==> src/core/cbtr_pkg.sv <==
package cbtr_pkg;
    localparam int WORD_W = 32;
    localparam int CH_N = 16;
    localparam int CHAN_W = 4;
    localparam int FUNC_W = 4;
    localparam int ADDR_W = 16;
    localparam int TRANS_W = CHAN_W + 1;

    // Phase codes {major-1, minor-1}: four phases of four subphases
    localparam logic [3:0] T1_1 = 4'h0;
    localparam logic [3:0] T1_2 = 4'h1;
    localparam logic [3:0] T1_3 = 4'h2;
    localparam logic [3:0] T1_4 = 4'h3;
    localparam logic [3:0] T2_1 = 4'h4;
    localparam logic [3:0] T2_2 = 4'h5;
    localparam logic [3:0] T2_3 = 4'h6;
    localparam logic [3:0] T2_4 = 4'h7;
    localparam logic [3:0] T3_1 = 4'h8;
    localparam logic [3:0] T3_2 = 4'h9;
    localparam logic [3:0] T3_4 = 4'hb;
    localparam logic [3:0] T4_1 = 4'hc;
    localparam logic [3:0] T4_2 = 4'hd;
    localparam logic [3:0] T4_3 = 4'he;
    localparam logic [3:0] T4_4 = 4'hf;

    // Control word fields
    localparam int BIT_DIR = 17;
    localparam int BIT_MON = 16;
    localparam int CMP_W = 16;

    // Control memory and main memory addresses
    localparam logic [ADDR_W-1:0] RELOAD_LO = 16'h0010;
    localparam logic [ADDR_W-1:0] RELOAD_HI = 16'h0090;
    localparam logic [ADDR_W-1:0] INDEX_LO = 16'h0051;
    localparam logic [ADDR_W-1:0] INDEX_HI = 16'h00d1;
    localparam logic [ADDR_W-1:0] INDEX_FORCE = 16'h0041;
    localparam logic [ADDR_W-1:0] NORM_OUT_BASE = 16'h0040;
    localparam logic [ADDR_W-1:0] NORM_IN_BASE = 16'h0060;
    localparam logic [ADDR_W-1:0] ADDR_ODD = 16'h0001;
    localparam logic [ADDR_W-1:0] ADDR_ZERO = 16'h0000;

    typedef enum logic [1:0] {SEQ_SCAN, SEQ_IO1, SEQ_IO2} cbtr_seq_t;

    typedef struct packed {
        cbtr_seq_t seq;
        logic [FUNC_W-1:0] func;
        logic [CHAN_W-1:0] chan;
        logic [TRANS_W-1:0] trans1;
        logic [TRANS_W-1:0] trans2;
        logic indexed;
        logic io1_flag;
        logic io2_init;
        logic io2_final;
        logic direction_flag;
        logic buffer_terminate_flag;
        logic reload_request_flag;
        logic resume_flag;
        logic cdm_busy;
        logic [WORD_W-1:0] cur_word;
        logic [WORD_W-1:0] z0;
        logic [WORD_W-1:0] mdr;
        logic mem_block;
        logic amps_route;
        logic [CH_N-1:0] output_ack_register_flag;
        logic [CH_N-1:0] function_monitor_flag;
        logic [CH_N-1:0] function_request_flag;
        logic acknowledge_delay_flag;
        logic terminate_output_flag;
        logic output_mode_flag;
        logic priority_toggle_flag;
        logic [WORD_W-1:0] odd_out;
        logic [WORD_W-1:0] even_out;
        logic [ADDR_W-1:0] cm_addr;
        logic cm_rd;
        logic cm_wr;
        logic [WORD_W-1:0] cm_wdata;
        logic [ADDR_W-1:0] mm_addr;
        logic mm_start;
        logic mm_write;
    } cbtr_state_t;

    function automatic logic [ADDR_W-1:0] cbtr_reload_addr(input logic [CHAN_W-1:0] ch, input logic odd);
        cbtr_reload_addr = ((ch[3] ? RELOAD_HI : RELOAD_LO) + {12'h000, ch[2:0], 1'b0}) | (odd ? ADDR_ODD : ADDR_ZERO);
    endfunction : cbtr_reload_addr

    function automatic logic [ADDR_W-1:0] cbtr_index_addr(input logic [CHAN_W-1:0] ch);
        cbtr_index_addr = ((ch[3] ? INDEX_HI : INDEX_LO) - {12'h000, ch[2:0], 1'b0}) | INDEX_FORCE;
    endfunction : cbtr_index_addr

    function automatic logic [ADDR_W-1:0] cbtr_norm_addr(input logic [TRANS_W-1:0] tr, input logic odd);
        cbtr_norm_addr = ((tr[CHAN_W] ? NORM_IN_BASE : NORM_OUT_BASE) + {11'h000, tr[CHAN_W-1:0], 1'b0})
            | (odd ? ADDR_ODD : ADDR_ZERO);
    endfunction : cbtr_norm_addr
endpackage : cbtr_pkg

==> src/core/cbtr_phase.sv <==
module cbtr_phase import cbtr_pkg::*; (
    input wire logic clk, // 25 MHz clock
    input wire logic resetn, // Asynchronous reset, active low
    output logic [3:0] phase // Current {phase, subphase} code
);
    logic [3:0] phase_reg;
    logic [3:0] phase_next;

    always_comb begin
        phase_next = phase_reg + 4'h1;
    end

    always_ff @(posedge clk or negedge resetn) begin
        if (!resetn) begin
            phase_reg <= T1_1;
        end else begin
            phase_reg <= phase_next;
        end
    end

    assign phase = phase_reg;
endmodule : cbtr_phase

==> src/core/cbtr_seq.sv <==
// Function
// - At scan 2.1 clear function, channel and first translator before loading.
// - At scan 2.2 set first-sequence flag, load winner, note indexed channel.
// - At scan 4.1 clear second translator and direction flag (increment).
// - At scan 4.2 direction from current word bit 17; copy translator.
// - At scan 4.4 set terminate flag when low 16 address bits differ.
// - At scan 4.4 request reload when low bits match and terminal bit 17 set.
// - At first 1.2 stop odd amplifier routing, clear all acknowledge flags.
// - At first 1.3 clear data, request; set mode, toggle priority, set acknowledge.
// - At first 1.3 set terminate output only if no terminate flag, no reload.
// - At first 1.4 set monitor flag when terminate clear and bit 16 set.
// - At first 1.4 set acknowledge delay when terminate flag set.
// - Indexed single-channel output: clear both output registers 2.3, load 2.4.
// - On termination set final flag 4.2; at 4.4 clear address, block memory data.
// - Second 1.3 clear data, set acknowledge and delay; 1.4 load index.
// - Second 2.1 clear flag, release amplifiers; 2.4 re-enable data; 4.1 clear final.
// - Terminal word bit 17 on termination starts automatic reload, no program action.
// - During reload channel stays active; both words replaced by reload words.
// - Monitor flag still raised on each completion when current word bit 16 set.
// - Each reload current word sets new buffer direction through bit 17.
// - Reload words at octal 20/220 plus twice channel; current word one higher.
// - Reload copies both words into the channel's normal control locations.
// - Index stored at octal 121 or 321 minus twice channel number.
//
// The placing of the registers and the plain strobed port were left to the implementer.
module cbtr_seq import cbtr_pkg::*; #(
    parameter int DATA_W = WORD_W,
    parameter int CHANNELS = CH_N
) (
    input wire logic clk, // 25 MHz clock
    input wire logic resetn, // Asynchronous reset, active low
    input wire logic pri_valid, // Priority network has a winner
    input wire logic [FUNC_W-1:0] pri_func, // Winner function code
    input wire logic [CHAN_W-1:0] pri_chan, // Winner channel number
    input wire logic pri_input, // Winner is an input transfer
    input wire logic pri_indexed, // Winner uses an externally supplied index
    input wire logic [CH_N-1:0] func_request_set, // One-cycle request pulses per channel
    input wire logic [WORD_W-1:0] store_sel_data, // Store selector word
    output logic [ADDR_W-1:0] cm_addr, // Control memory address
    output logic cm_rd, // Control memory read strobe
    output logic cm_wr, // Control memory write strobe
    output logic [WORD_W-1:0] cm_wdata, // Control memory write data
    input wire logic [WORD_W-1:0] cm_rdata, // Control memory read data, taken in the same cycle that cm_rd is high
    output logic [ADDR_W-1:0] mm_addr, // Main memory address
    output logic mm_start, // Main memory cycle start pulse
    output logic mm_write, // Main memory cycle is a write
    output logic [WORD_W-1:0] mm_wdata, // Main memory write data
    input wire logic [WORD_W-1:0] mm_rdata, // Main memory read data
    output logic odd_amps_route, // Odd channel amplifiers routed to store selector
    output logic [WORD_W-1:0] odd_output_register, // Odd output register
    output logic [WORD_W-1:0] even_output_register, // Even output register
    output logic [CH_N-1:0] output_ack_register_flag, // Acknowledge flags per channel
    output logic [CH_N-1:0] function_monitor_flag, // Monitor flags per channel
    output logic [CH_N-1:0] function_request_flag, // Pending function requests
    output logic acknowledge_delay_flag, // Acknowledge delay
    output logic terminate_output_flag, // Terminate output
    output logic output_mode_flag, // Output mode
    output logic priority_toggle_flag, // Priority alternator
    output logic direction_flag, // Set for decrementing buffer
    output logic buffer_terminate_flag, // Terminate flag
    output logic reload_request_flag, // Continuous reload pending
    output logic reload_busy, // Continuous reload sequence running
    output logic [3:0] phase // Current phase code
);
    // The struct and the ports are sized by the package, so other widths cannot be served
    if (DATA_W != WORD_W || CHANNELS != CH_N) begin : g_bad_width
        $error("cbtr_seq: widths must match the package");
    end

    cbtr_state_t s_reg;
    cbtr_state_t s_next;
    logic [3:0] ph;

    cbtr_phase u_phase (
        .clk(clk),
        .resetn(resetn),
        .phase(ph)
    );

    always_comb begin
        s_next = s_reg;
        s_next.cm_rd = 1'b0;
        s_next.cm_wr = 1'b0;
        s_next.mm_start = 1'b0;
        // Set wins over the clear done later in this pass
        s_next.function_request_flag = s_reg.function_request_flag | func_request_set;

        unique case (s_reg.seq)
            SEQ_SCAN: begin
                if (ph == T2_1) begin
                    s_next.func = '0;
                    s_next.chan = '0;
                    s_next.trans1 = '0;
                    s_next.indexed = 1'b0;
                end
                if (ph == T2_2 && pri_valid) begin
                    s_next.io1_flag = 1'b1;
                    s_next.func = pri_func;
                    s_next.chan = pri_chan;
                    s_next.trans1 = {pri_input, pri_chan};
                    s_next.indexed = pri_indexed;
                    s_next.amps_route = 1'b1;
                end
                if (s_reg.io1_flag) begin
                    unique case (ph)
                        T3_1: begin
                            // Indexed channels take their word address from the store selector
                            s_next.cm_addr = s_reg.indexed ? (store_sel_data[ADDR_W-1:0] | ADDR_ODD)
                                : cbtr_norm_addr(s_reg.trans1, 1'b1);
                            s_next.cm_rd = 1'b1;
                        end
                        T3_2: s_next.z0 = cm_rdata;
                        T3_4: s_next.cur_word = s_reg.z0;
                        T4_1: begin
                            s_next.cm_addr = s_reg.indexed ? (store_sel_data[ADDR_W-1:0] & ~ADDR_ODD)
                                : cbtr_norm_addr(s_reg.trans1, 1'b0);
                            s_next.cm_rd = 1'b1;
                            s_next.trans2 = '0;
                            s_next.direction_flag = 1'b0;
                        end
                        T4_2: begin
                            s_next.z0 = cm_rdata;
                            s_next.direction_flag = s_reg.cur_word[BIT_DIR];
                            s_next.trans2 = s_reg.trans1;
                        end
                        T4_3: begin
                            s_next.buffer_terminate_flag = 1'b0;
                            s_next.resume_flag = 1'b0;
                        end
                        T4_4: begin
                            s_next.buffer_terminate_flag =
                                s_reg.cur_word[CMP_W-1:0] != s_reg.z0[CMP_W-1:0];
                            if (s_reg.cur_word[CMP_W-1:0] == s_reg.z0[CMP_W-1:0] && s_reg.z0[BIT_DIR]) begin
                                s_next.reload_request_flag = 1'b1;
                            end
                            s_next.seq = SEQ_IO1;
                        end
                        default: ;
                    endcase
                end
            end
            SEQ_IO1: begin
                unique case (ph)
                    T1_1: begin
                        s_next.mm_addr = s_reg.cur_word[ADDR_W-1:0];
                        s_next.mm_write = 1'b0;
                        s_next.mm_start = 1'b1;
                    end
                    T1_2: begin
                        s_next.amps_route = 1'b0;
                        s_next.output_ack_register_flag = '0;
                    end
                    T1_3: begin
                        s_next.mdr = '0;
                        s_next.function_request_flag[s_reg.chan] = func_request_set[s_reg.chan];
                        s_next.output_mode_flag = 1'b1;
                        s_next.priority_toggle_flag = ~s_reg.priority_toggle_flag;
                        s_next.output_ack_register_flag[s_reg.chan] = 1'b1;
                        if (!s_reg.buffer_terminate_flag && !s_reg.reload_request_flag) begin
                            s_next.terminate_output_flag = 1'b1;
                        end
                    end
                    T1_4: begin
                        if (!s_reg.mem_block) begin
                            s_next.mdr = mm_rdata;
                        end
                        if (!s_reg.buffer_terminate_flag && s_reg.cur_word[BIT_MON]) begin
                            s_next.function_monitor_flag[s_reg.chan] = 1'b1;
                        end
                        if (s_reg.buffer_terminate_flag) begin
                            s_next.acknowledge_delay_flag = 1'b1;
                        end
                    end
                    T2_2: begin
                        s_next.io2_init = !s_reg.buffer_terminate_flag;
                        s_next.amps_route = !s_reg.buffer_terminate_flag;
                    end
                    T2_3: begin
                        s_next.odd_out = '0;
                        if (s_reg.indexed) begin
                            s_next.even_out = '0;
                        end
                    end
                    T2_4: begin
                        s_next.odd_out = s_reg.mdr;
                        if (s_reg.indexed) begin
                            s_next.even_out = s_reg.mdr;
                        end
                    end
                    T4_1: s_next.io1_flag = 1'b0;
                    T4_2: begin
                        if (s_reg.io2_init) begin
                            s_next.io2_final = 1'b1;
                        end
                    end
                    T4_4: begin
                        if (s_reg.io2_init) begin
                            s_next.mm_addr = '0;
                            s_next.mem_block = 1'b1;
                            s_next.seq = SEQ_IO2;
                        end else begin
                            s_next.seq = SEQ_SCAN;
                        end
                    end
                    default: ;
                endcase
            end
            SEQ_IO2: begin
                unique case (ph)
                    T1_1: begin
                        s_next.mm_addr = cbtr_index_addr(s_reg.trans2[CHAN_W-1:0]);
                        s_next.mm_write = 1'b1;
                        s_next.mm_start = 1'b1;
                    end
                    T1_2: s_next.output_ack_register_flag = '0;
                    T1_3: begin
                        s_next.mdr = '0;
                        s_next.output_ack_register_flag[s_reg.chan] = 1'b1;
                        s_next.acknowledge_delay_flag = 1'b1;
                    end
                    T1_4: s_next.mdr = store_sel_data;
                    T2_1: begin
                        s_next.io2_init = 1'b0;
                        s_next.amps_route = 1'b0;
                    end
                    T2_2: begin
                        // Reload shares control memory with the tail of this pass
                        if (s_reg.reload_request_flag) begin
                            s_next.cdm_busy = 1'b1;
                        end
                    end
                    T2_4: s_next.mem_block = 1'b0;
                    T4_1: s_next.io2_final = 1'b0;
                    T4_4: s_next.seq = SEQ_SCAN;
                    default: ;
                endcase
            end
            default: s_next.seq = SEQ_SCAN;
        endcase

        // Continuous reload: current word first, then terminal word, each read then written back
        if (s_reg.cdm_busy) begin
            unique case (ph)
                T3_1: begin
                    s_next.cm_addr = cbtr_reload_addr(s_reg.trans2[CHAN_W-1:0], 1'b1);
                    s_next.cm_rd = 1'b1;
                    s_next.reload_request_flag = 1'b0;
                end
                T3_2: s_next.z0 = cm_rdata;
                T4_1: begin
                    s_next.cm_addr = cbtr_norm_addr(s_reg.trans2, 1'b1);
                    s_next.cm_wdata = s_reg.z0;
                    s_next.cm_wr = 1'b1;
                end
                T1_1: begin
                    s_next.cm_addr = cbtr_reload_addr(s_reg.trans2[CHAN_W-1:0], 1'b0);
                    s_next.cm_rd = 1'b1;
                end
                T1_2: s_next.z0 = cm_rdata;
                T2_1: begin
                    s_next.cm_addr = cbtr_norm_addr(s_reg.trans2, 1'b0);
                    s_next.cm_wdata = s_reg.z0;
                    s_next.cm_wr = 1'b1;
                    s_next.cdm_busy = 1'b0;
                end
                default: ;
            endcase
        end
    end

    always_ff @(posedge clk or negedge resetn) begin
        if (!resetn) begin
            s_reg <= '0;
        end else begin
            s_reg <= s_next;
        end
    end

    assign cm_addr = s_reg.cm_addr;
    assign cm_rd = s_reg.cm_rd;
    assign cm_wr = s_reg.cm_wr;
    assign cm_wdata = s_reg.cm_wdata;
    assign mm_addr = s_reg.mm_addr;
    assign mm_start = s_reg.mm_start;
    assign mm_write = s_reg.mm_write;
    assign mm_wdata = s_reg.mdr;
    assign odd_amps_route = s_reg.amps_route;
    assign odd_output_register = s_reg.odd_out;
    assign even_output_register = s_reg.even_out;
    assign output_ack_register_flag = s_reg.output_ack_register_flag;
    assign function_monitor_flag = s_reg.function_monitor_flag;
    assign function_request_flag = s_reg.function_request_flag;
    assign acknowledge_delay_flag = s_reg.acknowledge_delay_flag;
    assign terminate_output_flag = s_reg.terminate_output_flag;
    assign output_mode_flag = s_reg.output_mode_flag;
    assign priority_toggle_flag = s_reg.priority_toggle_flag;
    assign direction_flag = s_reg.direction_flag;
    assign buffer_terminate_flag = s_reg.buffer_terminate_flag;
    assign reload_request_flag = s_reg.reload_request_flag;
    assign reload_busy = s_reg.cdm_busy;
    assign phase = ph;
endmodule : cbtr_seq

==> config.mk <==
export PLATFORM = sky130hd
export DESIGN_NAME = cbtr_seq
export DESIGN_NICKNAME = d
export VERILOG_FILES = /design/src/core/cbtr_pkg.sv /design/src/core/cbtr_phase.sv /design/src/core/cbtr_seq.sv
export SDC_FILE = /design/constraint.sdc
export NUM_CORES = 1
export LEC_CHECK = 0
export BUFFER_PORTS_ARGS = -buffer_cell sky130_fd_sc_hd__buf_2
export CAP_MARGIN = 40
export CORE_ASPECT_RATIO = 1.4
export CORE_MARGIN = 2
export CORE_UTILIZATION = 50
export DETAILED_ROUTE_END_ITERATION = 8
export PLACE_DENSITY = 0.76
export SKIP_LAST_GASP = 1
export SYNTH_ARGS = -nofsm -noshare
export SYNTH_HDL_FRONTEND = slang
export SYNTH_SLANG_ARGS = --single-unit
==> constraint.sdc <==
create_clock -name clk -period 2.5 [get_ports clk]
set_input_delay 0.25 -clock clk [delete_from_list [all_inputs] [get_ports clk]]
set_output_delay 0.25 -clock clk [all_outputs]
set_load 0.02 [all_outputs]
Word-level counts from Yosys, hierarchy flattened
Cells that the tools add are included.
{"block": "totals", "reg_bits": 309, "inputBits": 125}
{"block": "classes", "addsub": 5, "order_cmp": 2, "eq_ne": 41, "n_mux": 77, "bitwise_logic": 4, "n_reduce_logical": 42}
{"cell": "$mux W32", "n": 8}
{"cell": "$pmux W32 S2", "n": 2}
{"cell": "$pmux W64 S2", "n": 1}
{"cell": "$mux W16", "n": 5}
{"cell": "$pmux W33 S2", "n": 1}
{"cell": "$pmux W16 S2", "n": 2}
{"cell": "$pmux W16 S4", "n": 1}
{"cell": "$mux W50", "n": 1}
{"cell": "$or A16 B16 Y16", "n": 3}
{"cell": "$pmux W18 S2", "n": 1}
{"cell": "$mux W17", "n": 2}
{"cell": "$pmux W17 S2", "n": 1}
{"cell": "$mux W33", "n": 1}
{"cell": "$eq A4 B4 Y1 const B", "n": 7}
{"cell": "$reduce_and A4 Y1", "n": 7}
{"cell": "$ne A2 B2 Y1 const B", "n": 12}
{"cell": "$reduce_and A3 Y1", "n": 8}
{"cell": "$mux W1", "n": 23}
{"cell": "$mux W18", "n": 1}
{"cell": "$mux W2", "n": 9}
{"cell": "$mux W9", "n": 2}
{"cell": "$add A7 B5 Y8", "n": 2}
{"cell": "$bwmux W16", "n": 1}
{"cell": "$eq A16 B16 Y1", "n": 1}
{"cell": "other kinds (33)", "n": 69}

Depth between registers and ports, before layout
{"block": "depth", "word_depth": 8, "mapped_depth": 9, "ltp_nobuf": 6}

By module
From an unflattened synthesis, not the netlist that was laid out.
{"block": "hier_totals", "hier_cells": 1280, "hier_area_um2": 13927.1}
{"module": "cbtr_seq", "instances": 1, "cells_each": 1271, "area_per_inst_um2": 13783.2, "seq_area_each_um2": 7181.9}
{"module": "cbtr_phase", "instances": 1, "cells_each": 9, "area_per_inst_um2": 143.9, "seq_area_each_um2": 100.1}

Worst setup path before layout
No wires, ideal clock.
{"block": "synth_path", "path_kind": "reg2reg", "startpoint": "reg u_phase.phase_reg[1] (netlist: u_phase.phase[1])", "endpoint": "reg s_reg, in the netlist mm_wdata[10]", "setup_time_ps": 125, "t_arrival_ps": 2209, "setup_slack_ps": 165, "stages_incl_launch_ff": 8, "path_buffers": 2, "cell_sequence": "dfrtp_1 ha_1 or3b_1 buf_2 mux2i_1 o221ai_2 buf_6 mux2_4"}
{"block": "synth_via", "elab_chain_cells": 3, "word_cells_on_any_way": 9, "cone_classes": "eq/ne: 5; mux: 3; reduce/logical: 1"}
{"element": "start: declaration", "line": "cbtr_phase.sv:6", "rtl": "logic [3:0] phase_reg;"}
{"element": "start signal: assignment", "line": "cbtr_phase.sv:17", "rtl": "phase_reg <= phase_next;"}
{"element": "$eq A4 B2 Y1", "line": "cbtr_seq.sv:143, cbtr_seq.sv:209"}
{"element": "$pmux W32 S2 (tied with other cells)", "line": "cbtr_seq.sv:209", "rtl": "unique case (ph)"}
{"element": "$pmux W33 S2 / $reduce_and A4 Y1 (equally long branches)"}
{"element": "end signal: assignment", "line": "cbtr_seq.sv:275", "rtl": "s_reg <= s_next;"}
{"element": "end: declaration", "line": "cbtr_seq.sv:70", "rtl": "cbtr_state_t s_reg;"}
Several ways; a longest one is shown, not always the timed one.
A chain may end at the register's enable or synchronous reset.

Worst setup path after layout
{"block": "layout_path", "startpoint": "reg u_phase.phase_reg[0] (netlist: u_phase.phase[0])", "endpoint": "reg s_reg, in the netlist mm_wdata[9]"}
Same word-level chain as after synthesis.

==> flow_summary.ini <==
[grt]
first_global_vias = 10023
globalRouteOverflowTotal = 0
grt_use_total_pct = 23.7
antenna_found_initial = 1
largest_net_degree_at_the_start_of_global_routing = 79
grt_first_pass_wirelength_um = 55500

[hold_path]
hp-class = in2reg
startpoint_of_the_most_critical_hold_path = func_request_set[1]
timing.hold.worst_path_depth = 3
hold_path_end = function_request_flag[1]

[floorplanning]
chipWidth_um = 145
io_pins = 350
start_util_pct = 50.8
std_cell_core_area_um2 = 27600
die_height_um = 202
rows = 72
dieArea_um2 = 29400

[critical_path]
crit_arrival_ns = 2.77
reg2reg_setup_slack_ns = 0.18
reg2regPathDepth = 7
r2r_start = u_phase.phase[0]
cp_max_fo = 32
worst_ep_required_time_ns = 2.95
cp-start-kind = flop
critical_path_class = reg2reg
worst_r2r_endpoint = mm_wdata[9]
worst_setup_path_end_kind = flop

[sta]
tightest_slew_ns = 0.673
grt_setup_unrepaired = no
fmax_mhz = 431
finalSetupViolCount = 0
max_slew_margin_pct = 55.2
final.period_utilization_pct = 92.8
finalSetupTns_ns = 0
finalWorstPathRequiredPeriod_ns = 2.32
timing_max_transition_violations_final = 0
timing_hold_violations_final = 0
fin_skew_ns = 0.0129

[clock_network]
tritoncts_clock_tree = built
htreeDepth = 1
max-clock-path-buffers = 3
clock_insertion_delay_worst_skew_ns = 0.56
clock_tree.root_cell = sky130_fd_sc_hd__clkbuf_16
tritoncts.num_buffers = 29
cts.clk_slew.worst_paths_ns = 0.06
cts.sinks = 291

[power]
power.share.clock_pct = 29.2
cellPowerDensity_nw_per_um2 = 908
vdd.ir_drop.worst_v = 0.000693
seq_power_share_pct = 43.8
total_leakage_power_nw = 8.30
p_comb_share_pct = 26.9
sw_frac_of_total_pct = 33.2
power_switching_w = 0.00491
power.internal_w = 0.00989

[routing]
wl_met1_um = 13600
detail_route.wirelength_um = 35100
met2_wirelength_um = 17900
drt_pre_antenna_iters = 5
routed-via-count = 9774
drt_drc_violations_left = 0
ant_nets = 0
vias_per_cell = 5.25
routed-wl-met3_um = 2220
drtIter0Drc = 452
top_signal_layer_used = met5
wl_per_cell_um = 18.9

[layout]
final_common_cell = sky130_fd_sc_hd__buf_2
largest_register_ff_count = 66
share_of_final_layout_standard_cells_stronger_than_drive_strength_1_pct = 37.7
instances_no_fill = 1860
area_growth_pct = 16.4
final_area_um2 = 16300
antenna_cells = 0
filler_cell_count = 2248
finish.net_count = 1601
layout_common_cells = sky130_fd_sc_hd__buf_2 (344), sky130_fd_sc_hd__dfrtp_1 (291), sky130_fd_sc_hd__nand2_1 (134), sky130_fd_sc_hd__mux2_2 (94), sky130_fd_sc_hd__o21ai_0 (84)

[synthesis]
synth_enable_flop_cells = 0
synthesis.area_per_instance_um2 = 11.0
yosys_warnings = 0
cell_area_after_synthesis_um2 = 14000
async_set_reset_flop_share_out_of_synthesis_pct = 100
synth_fp_nets = 1404
ys_types = 47
synth-main-ff-cell = sky130_fd_sc_hd__dfrtp_1
yosys_register_bits = 291
post_synthesis_sequential_area_ratio_pct = 52.0
gate_count_of_the_mapped_netlist = 1270

[place]
io_buffer_count = 345
routabilityCongestion = 0.908
place_inst = 1745
hpwl_um = 24800
placement.cell_area_um2 = 14700

[outcome]
status = complete, no violations

[flow_run]
max_cap_violations = 0
==> synth_stat cells, drive strengths merged (3+ instances only) <==
master / n / share of area [%]
a31oi: 13 / 0.58
o41ai: 4 / 0.25
nor2: 74 / 2.0
nand3b: 4 / 0.21
nand3: 14 / 0.50
nand2b: 6 / 0.27
ha: 9 / 0.80
buf: 228 / 12
dfrtp: 291 / 52
and4: 3 / 0.19
nand4: 8 / 0.36
clkbuf: 47 / 1.3
and3: 3 / 0.13
mux2: 125 / 11
nor3: 10 / 0.39
a211oi: 12 / 0.64
o2bb2ai: 5 / 0.31
mux2i: 54 / 3.9
inv: 24 / 0.64
nand2: 135 / 3.6
and2: 5 / 0.22
a22o: 18 / 1.1
nor4: 3 / 0.13
xnor2: 19 / 1.2
o21ai: 86 / 3.1
a21oi: 34 / 1.2
a21o: 20 / 1.1
==> per-layer routing <==
metal  GRT usage [%]  up-vias
met2            41.4      393
li1                -     4498
met3            4.83       86
met1            28.6     4795
met4            9.63        2
met5               0        -
==> critical path: stages (launching register included) <==
cell and delay [ns]:
sky130_fd_sc_hd__dfrtp_1 0.43, sky130_fd_sc_hd__inv_1 0.12, sky130_fd_sc_hd__ha_1 0.28, sky130_fd_sc_hd__or3b_1 0.46, sky130_fd_sc_hd__mux2i_2 0.22, sky130_fd_sc_hd__o221ai_4 0.13, sky130_fd_sc_hd__buf_12 0.22, sky130_fd_sc_hd__mux2_4 0.32
==> power groups by stage <==
stage,Combinational (W),Clock (W),Sequential (W)
floorplan,0.00323,0,0.00630
global placement,0.00384,0,0.00648
detailed placement,0.00392,0,0.00655
CTS,0.00401,0.00442,0.00648
global route,0.00430,0.00461,0.00661
finish,0.00398,0.00432,0.00649
==> stage by stage <==
step	utilization, %	hold WS (ns)	setup WS [ns]	total power, W
finish	59.1	0.0251	0.180	0.0148
global route	59.1	0.0323	0.00845	0.0155
CTS	59.1	0.00365	0.145	0.0149
detailed placement	53.4	0.283	0.163	0.0105
global placement	53.4	0.275	0.200	0.0103
floorplan	-	-0.0456	0.165	0.00953
==> worst max path at each step <==
stage / from / endpoint / cells past startpoint
3_3_place_gp: u_phase.phase[0] / mm_wdata[8] / 7
2_1_floorplan: u_phase.phase[1] / mm_wdata[10] / 7
6_report: u_phase.phase[0] / mm_wdata[9] / 7
3_5_place_dp: u_phase.phase[0] / mm_wdata[9] / 7
4_1_cts: u_phase.phase[0] / mm_wdata[9] / 7
5_1_grt: u_phase.phase[0] / mm_wdata[14] / 7
==> cells by family (layout without fill, tap and decap cells) <==
| group | count (synthesis) | count (layout) | share of synthesized area [%] |
|---|---|---|---|
| AO/OA/AOI/OAI | 200 | 200 | 8.88 |
| buffers and inverters | 299 | 519 | 13.9 |
| XOR/XNOR | 20 | 20 | 1.25 |
| multiplexers | 179 | 179 | 14.7 |
| AND/OR/NAND/NOR | 272 | 272 | 8.40 |
| flip-flops | 291 | 291 | 52.0 |
| adder cells (fa/ha/maj) | 9 | 9 | 0.805 |
==> layout make-up <==
cell class,count,area [um^2],share of cell area [%]
clock buffer,45,866,5.32
timing repair buffer,441,2700,16.6
multi-input combinational,680,4800,29.5
clock inverter,9,86.3,0.530
inverter,24,90.1,0.553
sequential,291,7280,44.7
tap,370,463,2.84
==> what timing repair did <==
action | in CTS | in global routing
hold endpoints to repair | 130 | 0
setup buffers | 0 | 0
endpoints found under the setup margin | 0 | 19
hold buffers | 61 | 0
gates resized for setup | 0 | 1
(Power assumes the default switching activity.)
